## config.mk

```make
export PLATFORM = sky130hd
export DESIGN_NAME = sdsg_gating
export DESIGN_NICKNAME = d
export VERILOG_FILES = /design/src/hw/sdsg_pkg.sv /design/src/hw/sdsg_gating.sv /design/src/hw/sdsg_skip_qualifier.sv
export SDC_FILE = /design/constraint.sdc
export NUM_CORES = 1
export LEC_CHECK = 0
export ABC_AREA = 1
export ABC_CLOCK_PERIOD_IN_PS = 3600
export BUFFER_PORTS_ARGS = -buffer_cell sky130_fd_sc_hd__buf_2
export CAP_MARGIN = 20
export CORE_MARGIN = 2
export CORE_UTILIZATION = 35
export DETAILED_ROUTE_END_ITERATION = 10
export PLACE_DENSITY_LB_ADDON = 0.12
export SYNTH_ARGS = -nofsm -noshare
export SYNTH_HDL_FRONTEND = slang
export SYNTH_SLANG_ARGS = --single-unit
```

## constraint.sdc

```tcl
create_clock -name i_sys_clk -period 3.6 [get_ports i_sys_clk]
set_input_delay 0.36 -clock i_sys_clk [delete_from_list [all_inputs] [get_ports i_sys_clk]]
set_output_delay 0.36 -clock i_sys_clk [all_outputs]
set_load 0.1 [all_outputs]
```

## src/hw/sdsg_pkg.sv

```systemverilog
package sdsg_pkg;

  // clock and timing figures
  localparam int CLK_PERIOD_NS  = 10;
  localparam int DT1_NS         = 130;
  localparam int DT2_NS         = 150;
  localparam int SKIP_MIN_US    = 30;
  // least times round up to whole cycles
  localparam int DT1_CYCLES     = (DT1_NS + CLK_PERIOD_NS - 1) / CLK_PERIOD_NS;
  localparam int DT2_CYCLES     = (DT2_NS + CLK_PERIOD_NS - 1) / CLK_PERIOD_NS;
  localparam int SKIP_MIN_CYCLES = (SKIP_MIN_US * 1000 + CLK_PERIOD_NS - 1) / CLK_PERIOD_NS;

  // counter widths
  localparam int DT_CNT_W   = 4;
  localparam int PER_W      = 16;
  localparam int SKIP_CNT_W = 12;
  localparam int OFF_CNT_W  = 5;

  // reset values
  localparam logic RST_FLAG   = 1'b0;
  localparam logic RST_DRIVE  = 1'b0;

  // sync drive sequence
  typedef enum logic [2:0] {
    SY_IDLE,
    SY_DEAD1,
    SY_ARM,
    SY_ON,
    SY_DONE
  } sdsg_sync_state_type;

  // skip / burst sequence
  typedef enum logic [1:0] {
    SK_RUN,
    SK_SKIP,
    SK_BURST
  } sdsg_skip_state_type;

endpackage

```

## src/hw/sdsg_gating.sv

```systemverilog
`timescale 1ns/1ps
// Summary of operation
// after main drive falls, sync drive stays off for the first dead time.
// after dead time, sync turns on only if zero current sense exceeds arm threshold.
// an armed sync pulse lasts until zero current sense drops below trigger threshold.
// in critical/discontinuous mode, no new main pulse before the trigger crossing.
// in continuous mode, sync ends second dead time before next period starts.
// sync pulses withheld until line sense has crossed its threshold.
// sync pulses allowed only while regulation good flag is set.
// skip entered only on external command pulses on either pin.
// a command counts only if the pin stays low longer than minimum width.
// the outside party repeats commands faster than the burst frequency.
// in skip, drives and all but feedback and supply monitoring are off.
// at 94 percent output, leave skip for a burst until nominal is restored.
// with commands still arriving, skip, burst, skip repeats without limit.
// regulation good output high in nominal operation, low at startup or fault.
// regulation good held low until feedback reaches 98 percent of reference.
// sync and slow leg rectifier drives fully off until regulation first reached.
// no skip entry nor bulk undervoltage fault before flag first set.
// main drive and sync drive never asserted together.
module sdsg_gating (
  // clock and reset
  input  wire logic                       i_sys_clk,
  input  wire logic                       i_rst_b,
  // drive requests from the modulator
  input  wire logic                       i_main_drive_req,
  input  wire logic                       i_slow_leg_req,
  input  wire logic                       i_ccm_mode,
  // oscillator period framing
  input  wire logic                       i_period_start,
  input  wire logic [sdsg_pkg::PER_W-1:0] i_period_len,
  // comparator results
  input  wire logic                       i_zero_current_above_arm,
  input  wire logic                       i_zero_current_above_trig,
  input  wire logic                       i_line_above_sync,
  input  wire logic                       i_fb_above_regok,
  input  wire logic                       i_fb_below_skip_exit,
  input  wire logic                       i_fb_at_nominal,
  input  wire logic                       i_fb_below_bulk_uv,
  input  wire logic                       i_fault,
  // skip command pins, below skip_command_threshold
  input  wire logic                       i_regulation_good_low,
  input  wire logic                       i_modulation_pin_low,
  // drives
  output logic                            o_main_drive,
  output logic                            o_sync_drive,
  output logic                            o_slow_leg_rectifier_drive,
  // status
  output logic                            o_regulation_good,
  output logic                            o_regulation_good_flag,
  output logic                            o_skip_active,
  output logic                            o_burst_active,
  output logic                            o_low_power,
  output logic                            o_bulk_undervoltage_fault
);

  typedef struct packed {
    sdsg_pkg::sdsg_sync_state_type    sy;
    sdsg_pkg::sdsg_skip_state_type    sk;
    logic [sdsg_pkg::DT_CNT_W-1:0]    dt_cnt;
    logic [sdsg_pkg::PER_W-1:0]       per_cnt;
    logic                             crossed;
    logic                             cmd_seen;
    logic                             flag;
    logic                             main;
    logic                             sync;
    logic                             slow;
    logic                             regok;
    logic                             bulk_uv;
    logic                             skip;
    logic                             burst;
    logic                             low_pwr;
  } sdsg_state_type;

  localparam logic [sdsg_pkg::DT_CNT_W-1:0] DT1_LAST =
    sdsg_pkg::DT_CNT_W'(sdsg_pkg::DT1_CYCLES - 1);
  localparam logic [sdsg_pkg::PER_W:0] DT2_LEAD =
    (sdsg_pkg::PER_W + 1)'(sdsg_pkg::DT2_CYCLES);
  localparam int CHK_DT1 = sdsg_pkg::DT1_CYCLES;

  // saturating increment, used only by the period counter
  function automatic logic [sdsg_pkg::PER_W-1:0] sat_inc(
    input logic [sdsg_pkg::PER_W-1:0] v
  );
    sat_inc = (&v) ? v : v + 1'b1;
  endfunction

  // reset release through two flops
  logic rst_meta;
  logic rst_sync;

  always_ff @(posedge i_sys_clk or negedge i_rst_b) begin
    if (!i_rst_b) begin
      rst_meta <= 1'b0;
      rst_sync <= 1'b0;
    end else begin
      rst_meta <= 1'b1;
      rst_sync <= rst_meta;
    end
  end

  // qualified command pulses from either pin
  logic cmd_regok;
  logic cmd_mod;

  sdsg_skip_qualifier u_qual_regok (
    .i_sys_clk (i_sys_clk),
    .i_rst_b   (rst_sync),
    .i_pin_low (i_regulation_good_low),
    .o_cmd     (cmd_regok)
  );

  sdsg_skip_qualifier u_qual_mod (
    .i_sys_clk (i_sys_clk),
    .i_rst_b   (rst_sync),
    .i_pin_low (i_modulation_pin_low),
    .o_cmd     (cmd_mod)
  );

  sdsg_state_type s;
  sdsg_state_type next_s;
  logic           cmd_any;
  logic           drives_en;
  logic           sync_en;
  logic           period_late;
  logic           main_ok;

  assign cmd_any = cmd_regok | cmd_mod;

  // drive permissions; skip sheds everything but the monitors
  assign drives_en = s.flag & ~s.skip & ~i_fault;
  assign sync_en   = drives_en & i_line_above_sync;
  // sync must be gone one lead time before the oscillator restarts
  assign period_late = ({1'b0, s.per_cnt} + DT2_LEAD) >= {1'b0, i_period_len};
  // a fresh main pulse in critical mode waits for the trigger crossing
  assign main_ok = s.main | i_ccm_mode | s.crossed;

  always_comb begin
    next_s = s;

    // regulation flag is set once and held until reset
    if (i_fb_above_regok) begin
      next_s.flag = 1'b1;
    end

    // oscillator period position
    if (i_period_start) begin
      next_s.per_cnt = '0;
    end else begin
      next_s.per_cnt = sat_inc(s.per_cnt);
    end

    // main drive: blocked while sync is on or still held
    next_s.main = i_main_drive_req & drives_en & main_ok
                  & ~s.sync & (s.sy != sdsg_pkg::SY_ON);

    // trigger crossing memory, cleared by each main pulse
    if (s.main) begin
      next_s.crossed = 1'b0;
    end else if (!i_zero_current_above_trig) begin
      next_s.crossed = 1'b1;
    end

    // sync sequence
    next_s.dt_cnt = '0;
    case (s.sy)
      sdsg_pkg::SY_IDLE: begin
        if (!s.main) begin
          next_s.sy = sdsg_pkg::SY_DEAD1;
        end
      end
      sdsg_pkg::SY_DEAD1: begin
        next_s.dt_cnt = s.dt_cnt + 1'b1;
        if (s.main) begin
          next_s.sy = sdsg_pkg::SY_IDLE;
        end else if (s.dt_cnt == DT1_LAST) begin
          next_s.sy = sdsg_pkg::SY_ARM;
        end
      end
      sdsg_pkg::SY_ARM: begin
        if (s.main || i_main_drive_req) begin
          next_s.sy = sdsg_pkg::SY_IDLE;
        end else if (i_zero_current_above_arm && sync_en && i_zero_current_above_trig
                     && !(i_ccm_mode && period_late)) begin
          next_s.sy = sdsg_pkg::SY_ON;
        end
      end
      sdsg_pkg::SY_ON: begin
        if (!i_zero_current_above_trig) begin
          next_s.sy = sdsg_pkg::SY_DONE;
        end else if (i_ccm_mode && period_late) begin
          next_s.sy = sdsg_pkg::SY_DONE;
        end else if (!sync_en) begin
          next_s.sy = sdsg_pkg::SY_DONE;
        end
      end
      sdsg_pkg::SY_DONE: begin
        if (s.main) begin
          next_s.sy = sdsg_pkg::SY_IDLE;
        end
      end
      default: begin
        next_s.sy = sdsg_pkg::SY_IDLE;
      end
    endcase

    // sync output follows the sequence, never beside main
    next_s.sync = (next_s.sy == sdsg_pkg::SY_ON) & ~next_s.main & ~s.main;

    // slow leg drive waits for the regulation flag
    next_s.slow = i_slow_leg_req & drives_en;

    // command memory: a new command beats the clear on skip entry
    next_s.cmd_seen = s.cmd_seen;
    if (next_s.sk == sdsg_pkg::SK_SKIP && s.sk != sdsg_pkg::SK_SKIP) begin
      next_s.cmd_seen = 1'b0;
    end
    if (cmd_any) begin
      next_s.cmd_seen = 1'b1;
    end

    // skip, burst, skip
    case (s.sk)
      sdsg_pkg::SK_RUN: begin
        if (s.cmd_seen && s.flag && !i_fault) begin
          next_s.sk       = sdsg_pkg::SK_SKIP;
          next_s.cmd_seen = cmd_any;
        end
      end
      sdsg_pkg::SK_SKIP: begin
        if (i_fb_below_skip_exit) begin
          next_s.sk = sdsg_pkg::SK_BURST;
        end
      end
      sdsg_pkg::SK_BURST: begin
        if (i_fb_at_nominal) begin
          // stay in the loop only while commands keep coming
          if (s.cmd_seen) begin
            next_s.sk       = sdsg_pkg::SK_SKIP;
            next_s.cmd_seen = cmd_any;
          end else begin
            next_s.sk = sdsg_pkg::SK_RUN;
          end
        end
      end
      default: begin
        next_s.sk = sdsg_pkg::SK_RUN;
      end
    endcase

    next_s.skip    = (next_s.sk == sdsg_pkg::SK_SKIP);
    next_s.burst   = (next_s.sk == sdsg_pkg::SK_BURST);
    next_s.low_pwr = next_s.skip;
    // pin stays high through skip so the downstream stage keeps running
    next_s.regok   = next_s.flag & ~i_fault;
    next_s.bulk_uv = s.flag & i_fb_below_bulk_uv;

    // skip entry sheds the drives on the same edge, not one cycle late
    if (next_s.skip) begin
      next_s.main = 1'b0;
      next_s.sync = 1'b0;
      next_s.slow = 1'b0;
    end
  end

  // whole state registered on every edge
  always_ff @(posedge i_sys_clk or negedge rst_sync) begin
    if (!rst_sync) begin
      s      <= '0;
      s.flag <= sdsg_pkg::RST_FLAG;
      s.main <= sdsg_pkg::RST_DRIVE;
      s.sync <= sdsg_pkg::RST_DRIVE;
    end else begin
      s <= next_s;
    end
  end

  // outputs straight from the state flops
  assign o_main_drive               = s.main;
  assign o_sync_drive               = s.sync;
  assign o_slow_leg_rectifier_drive = s.slow;
  assign o_regulation_good          = s.regok;
  assign o_regulation_good_flag     = s.flag;
  assign o_skip_active              = s.skip;
  assign o_burst_active             = s.burst;
  assign o_low_power                = s.low_pwr;
  assign o_bulk_undervoltage_fault  = s.bulk_uv;

  // checker helper: cycles since main drive was last high
  logic [sdsg_pkg::OFF_CNT_W-1:0] main_off_cnt;

  always_ff @(posedge i_sys_clk or negedge rst_sync) begin
    if (!rst_sync) begin
      main_off_cnt <= '0;
    end else if (s.main) begin
      main_off_cnt <= '0;
    end else if (!(&main_off_cnt)) begin
      main_off_cnt <= main_off_cnt + 1'b1;
    end
  end
endmodule

```

## src/hw/sdsg_skip_qualifier.sv

```systemverilog
`timescale 1ns/1ps
module sdsg_skip_qualifier (
  // clock and synchronised reset
  input  wire logic i_sys_clk,
  input  wire logic i_rst_b,
  // comparator: pin below skip_command_threshold
  input  wire logic i_pin_low,
  // one-cycle pulse for each qualified command
  output logic      o_cmd
);

  typedef struct packed {
    logic [sdsg_pkg::SKIP_CNT_W-1:0] cnt;
    logic                             fired;
    logic                             cmd;
  } sdsg_qual_state_type;

  localparam logic [sdsg_pkg::SKIP_CNT_W-1:0] MIN_W =
    sdsg_pkg::SKIP_CNT_W'(sdsg_pkg::SKIP_MIN_CYCLES);
  localparam int CHK_MIN = sdsg_pkg::SKIP_MIN_CYCLES;

  sdsg_qual_state_type s;
  sdsg_qual_state_type next_s;

  // count low time; fire once, only when strictly longer than the minimum
  always_comb begin
    next_s     = s;
    next_s.cmd = 1'b0;
    if (!i_pin_low) begin
      next_s.cnt   = '0;
      next_s.fired = 1'b0;
    end else if (s.cnt != MIN_W) begin
      next_s.cnt = s.cnt + 1'b1;
    end else if (!s.fired) begin
      next_s.cmd   = 1'b1;
      next_s.fired = 1'b1;
    end
  end

  always_ff @(posedge i_sys_clk or negedge i_rst_b) begin
    if (!i_rst_b) begin
      s <= '0;
    end else begin
      s <= next_s;
    end
  end

  assign o_cmd = s.cmd;
endmodule

```

==> metrics.txt, run 1 <==
routability congestion estimate=~0.8; Worst-Margin Slew=0.7474 ns; register area share after synthesis=0.4237; grt ovf=0; CP endpoint kind=register; Initial Util=0.3557; DR WL met3=around 330 microns; post-synthesis mux area share=0; diode count=0; Vias/cell=~4.7; Largest regs=s: 27 flops, u_qual_mod.s: 13 flops, u_qual_regok.s: 13 flops; CTS resizes=0; clk_skew=just over 0.01 ns; Leak=between 2 and 2.5 nW; sequential cell area=around 1600 sq um; Syn Nets=between 500 and 600; EDFF count, synth=0; Main synth FF type=dfrtp_1; CP Max Fanout=4; Final HPWL DP=6.229 mm; crit path DAT=~2.9 ns; Fmax=~0.37 GHz; main combinational cell family by area after synthesis=simple AND/OR/NAND/NOR gates; Max Used Layer=met4; Crit Path Class=reg2reg; Largest register FFs=27; final non-filler cell area=around 4400 sq um; HP Class=in2reg; Rel. slew slack=0.5018; # fillers=between 1000 and 1500; 1st-iter DRT viols=between 100 and 150; simple-gate share of the synthesized area=0.2503; WL per Instance=11.69 microns; Final Routed Wirelength=about 7.9 mm; die span in y=around 110 microns; fin crit period=between 2 and 3 ns; Mapped Area=between 3000 and 4000 sq um; Synth warnings=0; Post-CTS Setup Inserts=0; Clk Tree Root Cell=clkbuf_8; Core ar.=10790 sq um; M1 WL=3.931 mm; unique cell type count in the Yosys netlist=40; gr usage total=0.1482; post-route ant nets=0; Avg Cell Area, Syn=7.899 sq um; first-pass GRT wire length=13.89 mm; WL met2=about 3.6 mm; DRC violations left=0; drt pass-1 iters=4; Largest stage delay, worst path=0.45 ns; DIE AREA=11820 sq um; Core Util, Final=0.4064; worst-skew pair later-pin latency=around 0.34 ns; Nets=590; compound-gate portion of the synthesized area=0.1017; Crit-path slowest cell=dfrtp_1; Final Setup Violations=0; CTS Buffer Depth=2; vias in the first global route=~3100; initial antenna violation count=0; H-tree Lvls=3; WP data required=between 3 and 4 ns; post-synthesis xor/xnor area fraction=0.04563; cells along the critical path=inv_1 > ha_1 > nand2_1 > nand3_1 > nor2_1 > xor2_1 > inv_1 > ha_1 > nand2_1 > nor2_1 > nand2_1 > o21ai_0 > nand2_1 > nand3_1 > nand2_1 > nand2_1 > nand2_1 > nand2_1 > nor2_1; total negative slack=0 ns; die width=108.7 microns; ys async rst share=1.000; cells after synthesis=~490; register bit count reported by yosys=65; worst reg-to-reg setup slack=around 0.90 ns; DP Area=around 4200 sq um; maxcap violations=0; VDD IR max=0.0001992 V; nature of the critical path startpoint=register; Post-Synth Adder-Cell Area=0.07823; via count=about 3200; area growth from synthesis to layout=14.28%; Crit path top cell by count=nand2_1; Hold Vio Cnt, Final=0; input/output buffers=40; IO Pins=41; RSZ-0062 raised after global routing=no; # rows=38; PwrDens=around 370 nW/um^2; clk sinks=65; fraction of layout cells with a size suffix above 1=0.1262; status=complete, no violations; Num CTS Buffers=9; Clock transition at path regs=~0.080 ns; final cycle utilization of the critical path=0.7497; CTS tree=yes; multi-input logic area=between 1500 and 2000 sq um; largest net degree at the start of global routing=35; final slew viol count=0; Biggest register=s
-- metrics by stage --
| stage | std cells | setup slack [ns] | power [W] | hold WS (ns) |
|---|---|---|---|---|
| floorplan | 486 | 1.164 | 0.0009686 | 0.06441 |
| global placement | 662 | 0.9769 | 0.001029 | 0.1471 |
| detailed placement | 662 | 0.8753 | 0.001035 | 0.1482 |
| CTS | 679 | 0.8630 | 0.001654 | 0.1829 |
| global route | 679 | 0.5235 | 0.001730 | 0.1734 |
| finish | 679 | 0.9012 | 0.001621 | 0.1916 |
-- where the power goes --
part | switching [W] | total [W] | leakage, nW | internal [W]
combinational | 0.000136 | 0.000216 | 1.19 | 0.0000796
clock | 0.000286 | 0.000603 | 0.0998 | 0.000317
sequential | 0.0000362 | 0.000802 | 0.871 | 0.000766
total | 0.000459 | 0.00162 | 2.16 | 0.00116
-- logic make-up after synthesis --
group                      count (synthesis)
adders and majority gates                 24
AOI/OAI and AO/OA                         68
buffers and inverters                     97
xor gates and xnor gates                  20
other                                      1
DFF                                       65
and+or+nand+nor                          211
-- what timing repair did --
action	4_1_cts	5_1_grt
endpoints found under the setup margin	0	0
hold buffers	1	0
endpoints found under the hold margin	2	0
-- cells in the final DEF, fill, tap and decap left out, types with 2 or more instances in the layout --
master / n
nor2_1: 48
nor2_4: 2
inv_1: 90
o21ai_1: 3
nand2_1: 84
a31oi_1: 2
nand3_1: 26
nor4_1: 5
nor3_1: 31
nand4_1: 4
xor2_1: 16
a211oi_1: 4
ha_1: 24
buf_2: 40
a21oi_1: 24
nor3b_1: 2
dfrtp_1: 64
clkinv_2: 4
o21ai_0: 23
clkbuf_8: 9
nand3b_1: 2
buf_4: 2
o31ai_1: 4
a22oi_1: 2
xnor2_1: 4
-- cells in the mapped netlist (all sizes together) (3+ instances only) --
master  instances  area, sq um
xor2           16        140.1
o31ai           4        30.03
nor4            5        31.28
nor2           51        209.0
xnor2           4        35.03
a21oi          24        120.1
nand2          84        315.3
a211oi          4        30.03
o21ai          26        130.1
ha             24        300.3
nand3          27        147.6
or2             3        21.28
dfrtp          65         1627
nor3           33        181.4
buf             5        36.28
nand4           4        25.02
inv            91        341.6
-- worst max-delay path, delay by kind of cell (launching register included) --
kind,cells,cell delay (ns)
DFF,1,0.45
and+or+nand+nor,13,1.15
adders and majority gates,2,0.53
xor gates and xnor gates,1,0.16
AOI/OAI and AO/OA,1,0.15
buffers and inverters,2,0.16
-- layer usage --
metal / global-route usage / vias up
li1: - / 1669
met1: 0.1982 / 1481
met2: 0.2388 / 52
met3: 0.03168 / 10
met4: 0.04945 / 0
met5: 0 / -
-- final cells by class --
type / instances / area share
sequential: 65 / 0.3711
clock buffer: 10 / 0.02909
timing repair buffer: 43 / 0.05134
tap: 140 / 0.03993
multi-input combinational: 324 / 0.4173
clock inverter: 6 / 0.01341
inverter: 91 / 0.07787
-- worst paths after layout --
| check | from | endpoint | depth (start not counted) |
|---|---|---|---|
| min in group asynchronous | i_rst_b | rst_meta$_DFF_PN0_ | 2 |
| worst max register to register | s[11]$_DFFE_PN0P_ | o_sync_drive$_DFF_PN0_ | 19 |
| worst max-delay path | s[11]$_DFFE_PN0P_ | o_sync_drive$_DFF_PN0_ | 19 |
| max in group asynchronous | rst_sync$_DFF_PN0_ | s[18]$_DFFE_PN0P_ | 1 |
| worst min-delay path | i_fault | o_regulation_good$_DFF_PN0_ | 2 |
| worst min register to register | rst_sync$_DFF_PN0_ | u_qual_regok.s[13]$_DFFE_PN0N_ | 0 |
Power figures use the tool's default switching activity.
==> run 2, diff against run 1 <==
--- a/config.mk
+++ b/config.mk
@@ -6,7 +6,7 @@
 export NUM_CORES = 1
 export LEC_CHECK = 0
 export ABC_AREA = 1
-export ABC_CLOCK_PERIOD_IN_PS = 3600
+export ABC_CLOCK_PERIOD_IN_PS = 2470
 export BUFFER_PORTS_ARGS = -buffer_cell sky130_fd_sc_hd__buf_2
 export CAP_MARGIN = 20
 export CORE_MARGIN = 2
==> constraint.sdc (replaced) <==
create_clock -name i_sys_clk -period 2.47 [get_ports i_sys_clk]
set_input_delay 0.247 -clock i_sys_clk [delete_from_list [all_inputs] [get_ports i_sys_clk]]
set_output_delay 0.247 -clock i_sys_clk [all_outputs]
set_load 0.1 [all_outputs]
==> metrics.txt, run 2 (synthesized netlist as in run 1, its figures left out) <==
DR WL met3=265 microns (-21%); Final Setup Violations=0 (unchanged); Final HPWL DP=6.259 mm (+0.48%); Rel. slew slack=0.6534 (+0.1517); nature of the critical path startpoint=register; gr usage total=0.1493 (+0.001104); input/output buffers=40 (unchanged); IO Pins=41 (unchanged); Biggest register=s; fraction of layout cells with a size suffix above 1=0.1989 (+0.07277); Hold Vio Cnt, Final=0 (unchanged); fin crit period=2.340 ns (-0.3590 ns); CTS tree=yes; area growth from synthesis to layout=21.74%; H-tree Lvls=3 (unchanged); clk_skew=0.01326 ns (+0.003150 ns); M1 WL=4.025 mm (+2.4%); RSZ-0062 raised after global routing=yes; VDD IR max=0.0002819 V (+42%); routability congestion estimate=0.8014 (-1.9%); Core ar.=10790 sq um (unchanged); Largest register FFs=27 (unchanged); initial antenna violation count=1 (+1); final cycle utilization of the critical path=0.9473 (+0.1976); Final Routed Wirelength=8.045 mm (+1.3%); die width=108.7 microns (unchanged); Fmax=0.4274 GHz (+15%); Core Util, Final=0.4330 (+0.02655); Worst-Margin Slew=0.5151 ns (-0.2322 ns); Largest regs=s: 27 flops, u_qual_mod.s: 13 flops, u_qual_regok.s: 13 flops; DIE AREA=11820 sq um (unchanged); post-route ant nets=0 (unchanged); largest net degree at the start of global routing=48 (+37%); drt pass-1 iters=5 (+1); crit path DAT=2.61 ns (-0.33 ns); commonest non-fill, non-tap cell in the layout=inv_1; worst-skew pair later-pin latency=0.34 ns (about the same); diode count=0 (unchanged); 1st-iter DRT viols=73 (-28%); Clk Tree Root Cell=clkbuf_8; DRC violations left=0 (unchanged); WL per Instance=11.44 microns (-2.1%); HP Class=in2reg; CTS Buffer Depth=2 (unchanged); maxcap violations=0 (unchanged); WL met2=3.668 mm (+2.6%); die span in y=108.7 microns (unchanged); PwrDens=521.7 nW/um^2 (+41%); clk sinks=65 (unchanged); # rows=38 (unchanged); final slew viol count=0 (unchanged); Max Used Layer=met5; final non-filler cell area=4673 sq um (+6.5%); Leak=2.283 nW (+5.9%); CP Max Fanout=4 (unchanged); Crit Path Class=reg2reg; grt ovf=0 (unchanged); first-pass GRT wire length=13.90 mm (+0.10%); worst reg-to-reg setup slack=0.13 ns (-0.77 ns); DP Area=4345 sq um (+3.7%); Num CTS Buffers=9 (unchanged); vias in the first global route=3114 (-0.80%); most frequent cells in the layout=inv_1 (87), nand2_1 (80), dfrtp_1 (64), nor2_1 (43), buf_2 (40); Nets=614 (+4.1%); via count=3236 (+0.75%); Initial Util=0.3557 (unchanged); CP endpoint kind=register; WP data required=2.74 ns (-1.10 ns); Clock transition at path regs=0.08 ns (about the same); Vias/cell=4.603 (-2.7%); status=complete, no violations
## run 2: what timing repair did
| action | 4_1_cts | 5_1_grt |
|---|---|---|
| resized for setup | 3 | 22 |
| buffers inserted | 0 | 5 |
| pin swaps | 1 | 11 |
| endpoints found under the setup margin | 1 | 4 |
| hold buffers | 1 | 0 |
| endpoints found under the hold margin | 2 | 0 |
## run 2: worst max-delay path, stage by stage (launching register included)
cell and delay (ns):
dfrtp_1 0.40, buf_6 0.13, nor2_4 0.11, nand2_4 0.07, buf_4 0.14, nand2_2 0.07, nor2_2 0.05, xor2_1 0.14
ha_1 0.33, buf_4 0.14, a21oi_1 0.11, o21ai_1 0.07, nand2_1 0.08, nand3_2 0.08, nand2_2 0.08, nand2_1 0.05
nand2_1 0.07, nand2_1 0.05, nor2_1 0.10
## run 2: per-layer routing
metal,up-vias,global-route usage
met3,8,0.03407
met5,-,0
met4,2,0.04121
li1,1714,-
met1,1469,0.2048
met2,43,0.2371
## run 2: final timing paths
check	to	depth (start not counted)	from
max	o_sync_drive$_DFF_PN0_	18	s[13]$_DFFE_PN0P_
max reg2reg	o_sync_drive$_DFF_PN0_	18	s[13]$_DFFE_PN0P_
min reg2reg	u_qual_mod.s[5]$_DFFE_PN0N_	0	rst_sync$_DFF_PN0_
min	o_regulation_good$_DFF_PN0_	2	i_fault
max in group asynchronous	s[16]$_DFFE_PN0P_	1	rst_sync$_DFF_PN0_
min in group asynchronous	u_qual_mod.s[5]$_DFFE_PN0N_	0	rst_sync$_DFF_PN0_
## run 2: layout make-up
class / count / area, sq um
clock buffer: 9 / 123.9
clock inverter: 7 / 78.83
fill: 1098 / 6120
inverter: 91 / 341.6
multi-input combinational: 324 / 1904
sequential: 65 / 1628
tap: 140 / 175.2
timing repair buffer: 67 / 421.7
## run 2: where the power goes
part	switching (W)	internal, W	total (W)
registers	0.0000429	0.00112	0.00116
clock network	0.000455	0.000474	0.000930
logic	0.000213	0.000137	0.000349
## run 2: through the flow
| stage | power, W | hold slack, ns | TNS [ns] | cells | worst slack, ns |
|---|---|---|---|---|---|
| 6_report | 0.002438 | 0.07752 | 0 | 703 | 0.1302 |
| 5_1_grt | 0.002585 | 0.06190 | -0.1235 | 703 | -0.1013 |
| 4_1_cts | 0.002465 | 0.06710 | 0 | 698 | 0.007710 |
| 3_5_place_dp | 0.001516 | 0.03334 | 0 | 681 | 0.001541 |
| 3_3_place_gp | 0.001510 | 0.03440 | 0 | 681 | 0.03433 |
| 2_1_floorplan | 0.001412 | -0.04859 | 0 | 486 | 0.03373 |
==> run 3, diff against run 2 <==
--- a/config.mk
+++ b/config.mk
@@ -6,11 +6,11 @@
 export NUM_CORES = 1
 export LEC_CHECK = 0
 export ABC_AREA = 1
-export ABC_CLOCK_PERIOD_IN_PS = 2470
+export ABC_CLOCK_PERIOD_IN_PS = 2500
 export BUFFER_PORTS_ARGS = -buffer_cell sky130_fd_sc_hd__buf_2
 export CAP_MARGIN = 20
 export CORE_MARGIN = 2
-export CORE_UTILIZATION = 35
+export CORE_UTILIZATION = 59
 export DETAILED_ROUTE_END_ITERATION = 10
 export PLACE_DENSITY_LB_ADDON = 0.12
 export SYNTH_ARGS = -nofsm -noshare
==> constraint.sdc (replaced) <==
create_clock -name i_sys_clk -period 2.5 [get_ports i_sys_clk]
set_input_delay 0.25 -clock i_sys_clk [delete_from_list [all_inputs] [get_ports i_sys_clk]]
set_output_delay 0.25 -clock i_sys_clk [all_outputs]
set_load 0.1 [all_outputs]
==> metrics.txt, run 3 (synthesized netlist as in run 1, its figures left out) <==
status=complete, no violations; first-pass GRT wire length=13.40 mm (-3.6%); die span in y=84.66 microns (-22%); area growth from synthesis to layout=19.62%; Initial Util=0.6080 (+0.2523); Fmax=0.4226 GHz (-1.1%); Leak=2.290 nW (+0.30%); DIE AREA=7167 sq um (-39%); sw frac=0.2600 (-0.03150); DP Area=4164 sq um (-4.2%); IO Pins=41 (unchanged); HP Class=reg2async; Final Routed Wirelength=7.777 mm (-3.3%); Crit Path Class=reg2reg; Largest regs=s: 27 flops, u_qual_mod.s: 13 flops, u_qual_regok.s: 13 flops; Core ar.=6314 sq um (-42%); maxcap violations=0 (unchanged); diode count=0 (unchanged); Comb pwr share=0.143 (about the same); Crit-path slowest cell=dfrtp_1; die width=84.66 microns (-22%); 1st-iter DRT viols=227 (+210%); largest net degree at the start of global routing=47 (-2.1%); WP data required=2.73 ns (about the same); Largest stage delay, worst path=0.42 ns (+0.02 ns); CP endpoint kind=register; initial antenna violation count=0 (-1); CTS tree=yes; crit path DAT=2.60 ns (about the same); most frequent cells in the layout=inv_1 (88), nand2_1 (77), dfrtp_1 (63), nor2_1 (40), buf_2 (40); Hold Vio Cnt, Final=0 (unchanged); VDD IR max=0.0004910 V (+74%); PwrDens=545.4 nW/um^2 (+4.5%); CP top delay family=simple AND/OR/NAND/NOR gates; design internal power=0.001853 W (+7.3%); final non-filler cell area=4592 sq um (-1.7%); post-route ant nets=0 (unchanged); via count=3306 (+2.2%); clk_skew=0.008790 ns (-0.004468 ns); Clock power frac=0.400 (+0.019); Clock transition at path regs=0.07 ns (about the same); CTS Buffer Depth=2 (unchanged); RSZ-0062 raised after global routing=yes; CP Max Fanout=3 (-1); commonest non-fill, non-tap cell in the layout=inv_1; input/output buffers=40 (unchanged); Final HPWL DP=5.722 mm (-8.6%); Final Setup Violations=0 (unchanged); part of the power in registers=0.457 (-0.019); Net Switching=0.0006511 W (-8.4%); routability congestion estimate=0.8572 (+7.0%); vias in the first global route=3147 (+1.1%); nature of the critical path startpoint=register; fraction of layout cells with a size suffix above 1=0.1964 (-0.002538); Worst-Margin Slew=0.5184 ns (+0.003283 ns); gr usage total=0.2285 (+0.07919); fin crit period=2.366 ns (+0.02634 ns); worst-skew pair later-pin latency=0.33 ns (about the same); final cycle utilization of the critical path=0.9465 (about the same); Biggest register=s; total negative slack=0 ns (unchanged); clk sinks=65 (unchanged); Nets=606 (-1.3%); # fillers=491 (-55%); worst path bufs/invs=2 (-1); DRC violations left=0 (unchanged); Largest register FFs=27 (unchanged); grt ovf=0 (unchanged); Clk Tree Root Cell=clkbuf_8; Crit path top cell by count=nand2_1; Rel. slew slack=0.6512 (-0.002209); H-tree Lvls=3 (unchanged); final slew viol count=0 (unchanged); WL per Instance=12.31 microns (+7.5%); Num CTS Buffers=9 (unchanged); # rows=29 (-24%); Vias/cell=5.231 (+14%); drt pass-1 iters=5 (unchanged); cells along the critical path=nor2_1 > nand2_2 > o21ai_4 > buf_4 > xor2_1 > inv_1 > ha_1 > nand2_1 > nor2_2 > nand2_1 > o21ai_1 > nand2_1 > nand3_2 > nand2_2 > nand2_1 > nand2_1 > nand2_1 > nor2_1
==> run 3: power groups by stage <==
stage                     logic (W)  clock network, W  registers (W)
final                      0.000358           0.00100        0.00115
after global routing       0.000410           0.00107        0.00115
after CTS                  0.000321           0.00102        0.00116
after detailed placement   0.000316                 0        0.00118
after global placement     0.000301                 0        0.00117
after floorplan            0.000195                 0        0.00120
==> run 3: final cells by class <==
cell class	instances	area, sq um	area share
sequential	65	1629	0.3548
tap	77	96.34	0.02098
clock buffer	11	151.4	0.03297
clock inverter	5	77.57	0.01689
timing repair buffer	59	357.8	0.07793
inverter	91	341.6	0.07439
multi-input combinational	324	1938	0.4221
==> run 3: path summary, 6_finish.rpt <==
path	cells past startpoint	endpoint	start	slack [ns]
min in group i_sys_clk	2	o_regulation_good$_DFF_PN0_	i_fault	0.08
max in group asynchronous	2	s[10]$_DFFE_PN0P_	rst_sync$_DFF_PN0_	1.80
max reg2reg	18	o_sync_drive$_DFF_PN0_	s[12]$_DFFE_PN0P_	0.13
min	0	u_qual_regok.s[1]$_DFFE_PN0P_	rst_sync$_DFF_PN0_	0.07
min reg2reg	0	u_qual_regok.s[1]$_DFFE_PN0P_	rst_sync$_DFF_PN0_	0.07
max	18	o_sync_drive$_DFF_PN0_	s[12]$_DFFE_PN0P_	0.13
==> run 3: routing by layer <==
| layer | track usage | part of all wire | wire length, microns |
|---|---|---|---|
| met5 | 0 | 0 | 0 |
| met4 | 0.07504 | 0.014 | 110 |
| met3 | 0.04523 | 0.038 | 295 |
| met2 | 0.3951 | 0.51 | 3964 |
| met1 | 0.2879 | 0.44 | 3406 |
==> run 3: per-stage QoR <==
step | setup WS (ns) | power (W) | hold slack [ns] | cells | utilization
CTS | 0.01745 | 0.002498 | 0.06394 | 623 | 0.6978
global route | -0.06528 | 0.002632 | 0.08031 | 632 | 0.7273
finish | 0.1338 | 0.002504 | 0.07057 | 632 | 0.7273
floorplan | 0.06373 | 0.001395 | -0.04559 | 486 | -
global placement | 0.06928 | 0.001473 | 0.03545 | 606 | 0.6595
detailed placement | -0.01567 | 0.001492 | 0.03686 | 606 | 0.6595
==> run 3: what timing repair did <==
item,4_1_cts,5_1_grt
resized for setup,2,31
endpoints found under the setup margin,1,4
hold buffers,1,0
hold endpoints to repair,2,0
pin swaps,0,11
setup buffers,0,8
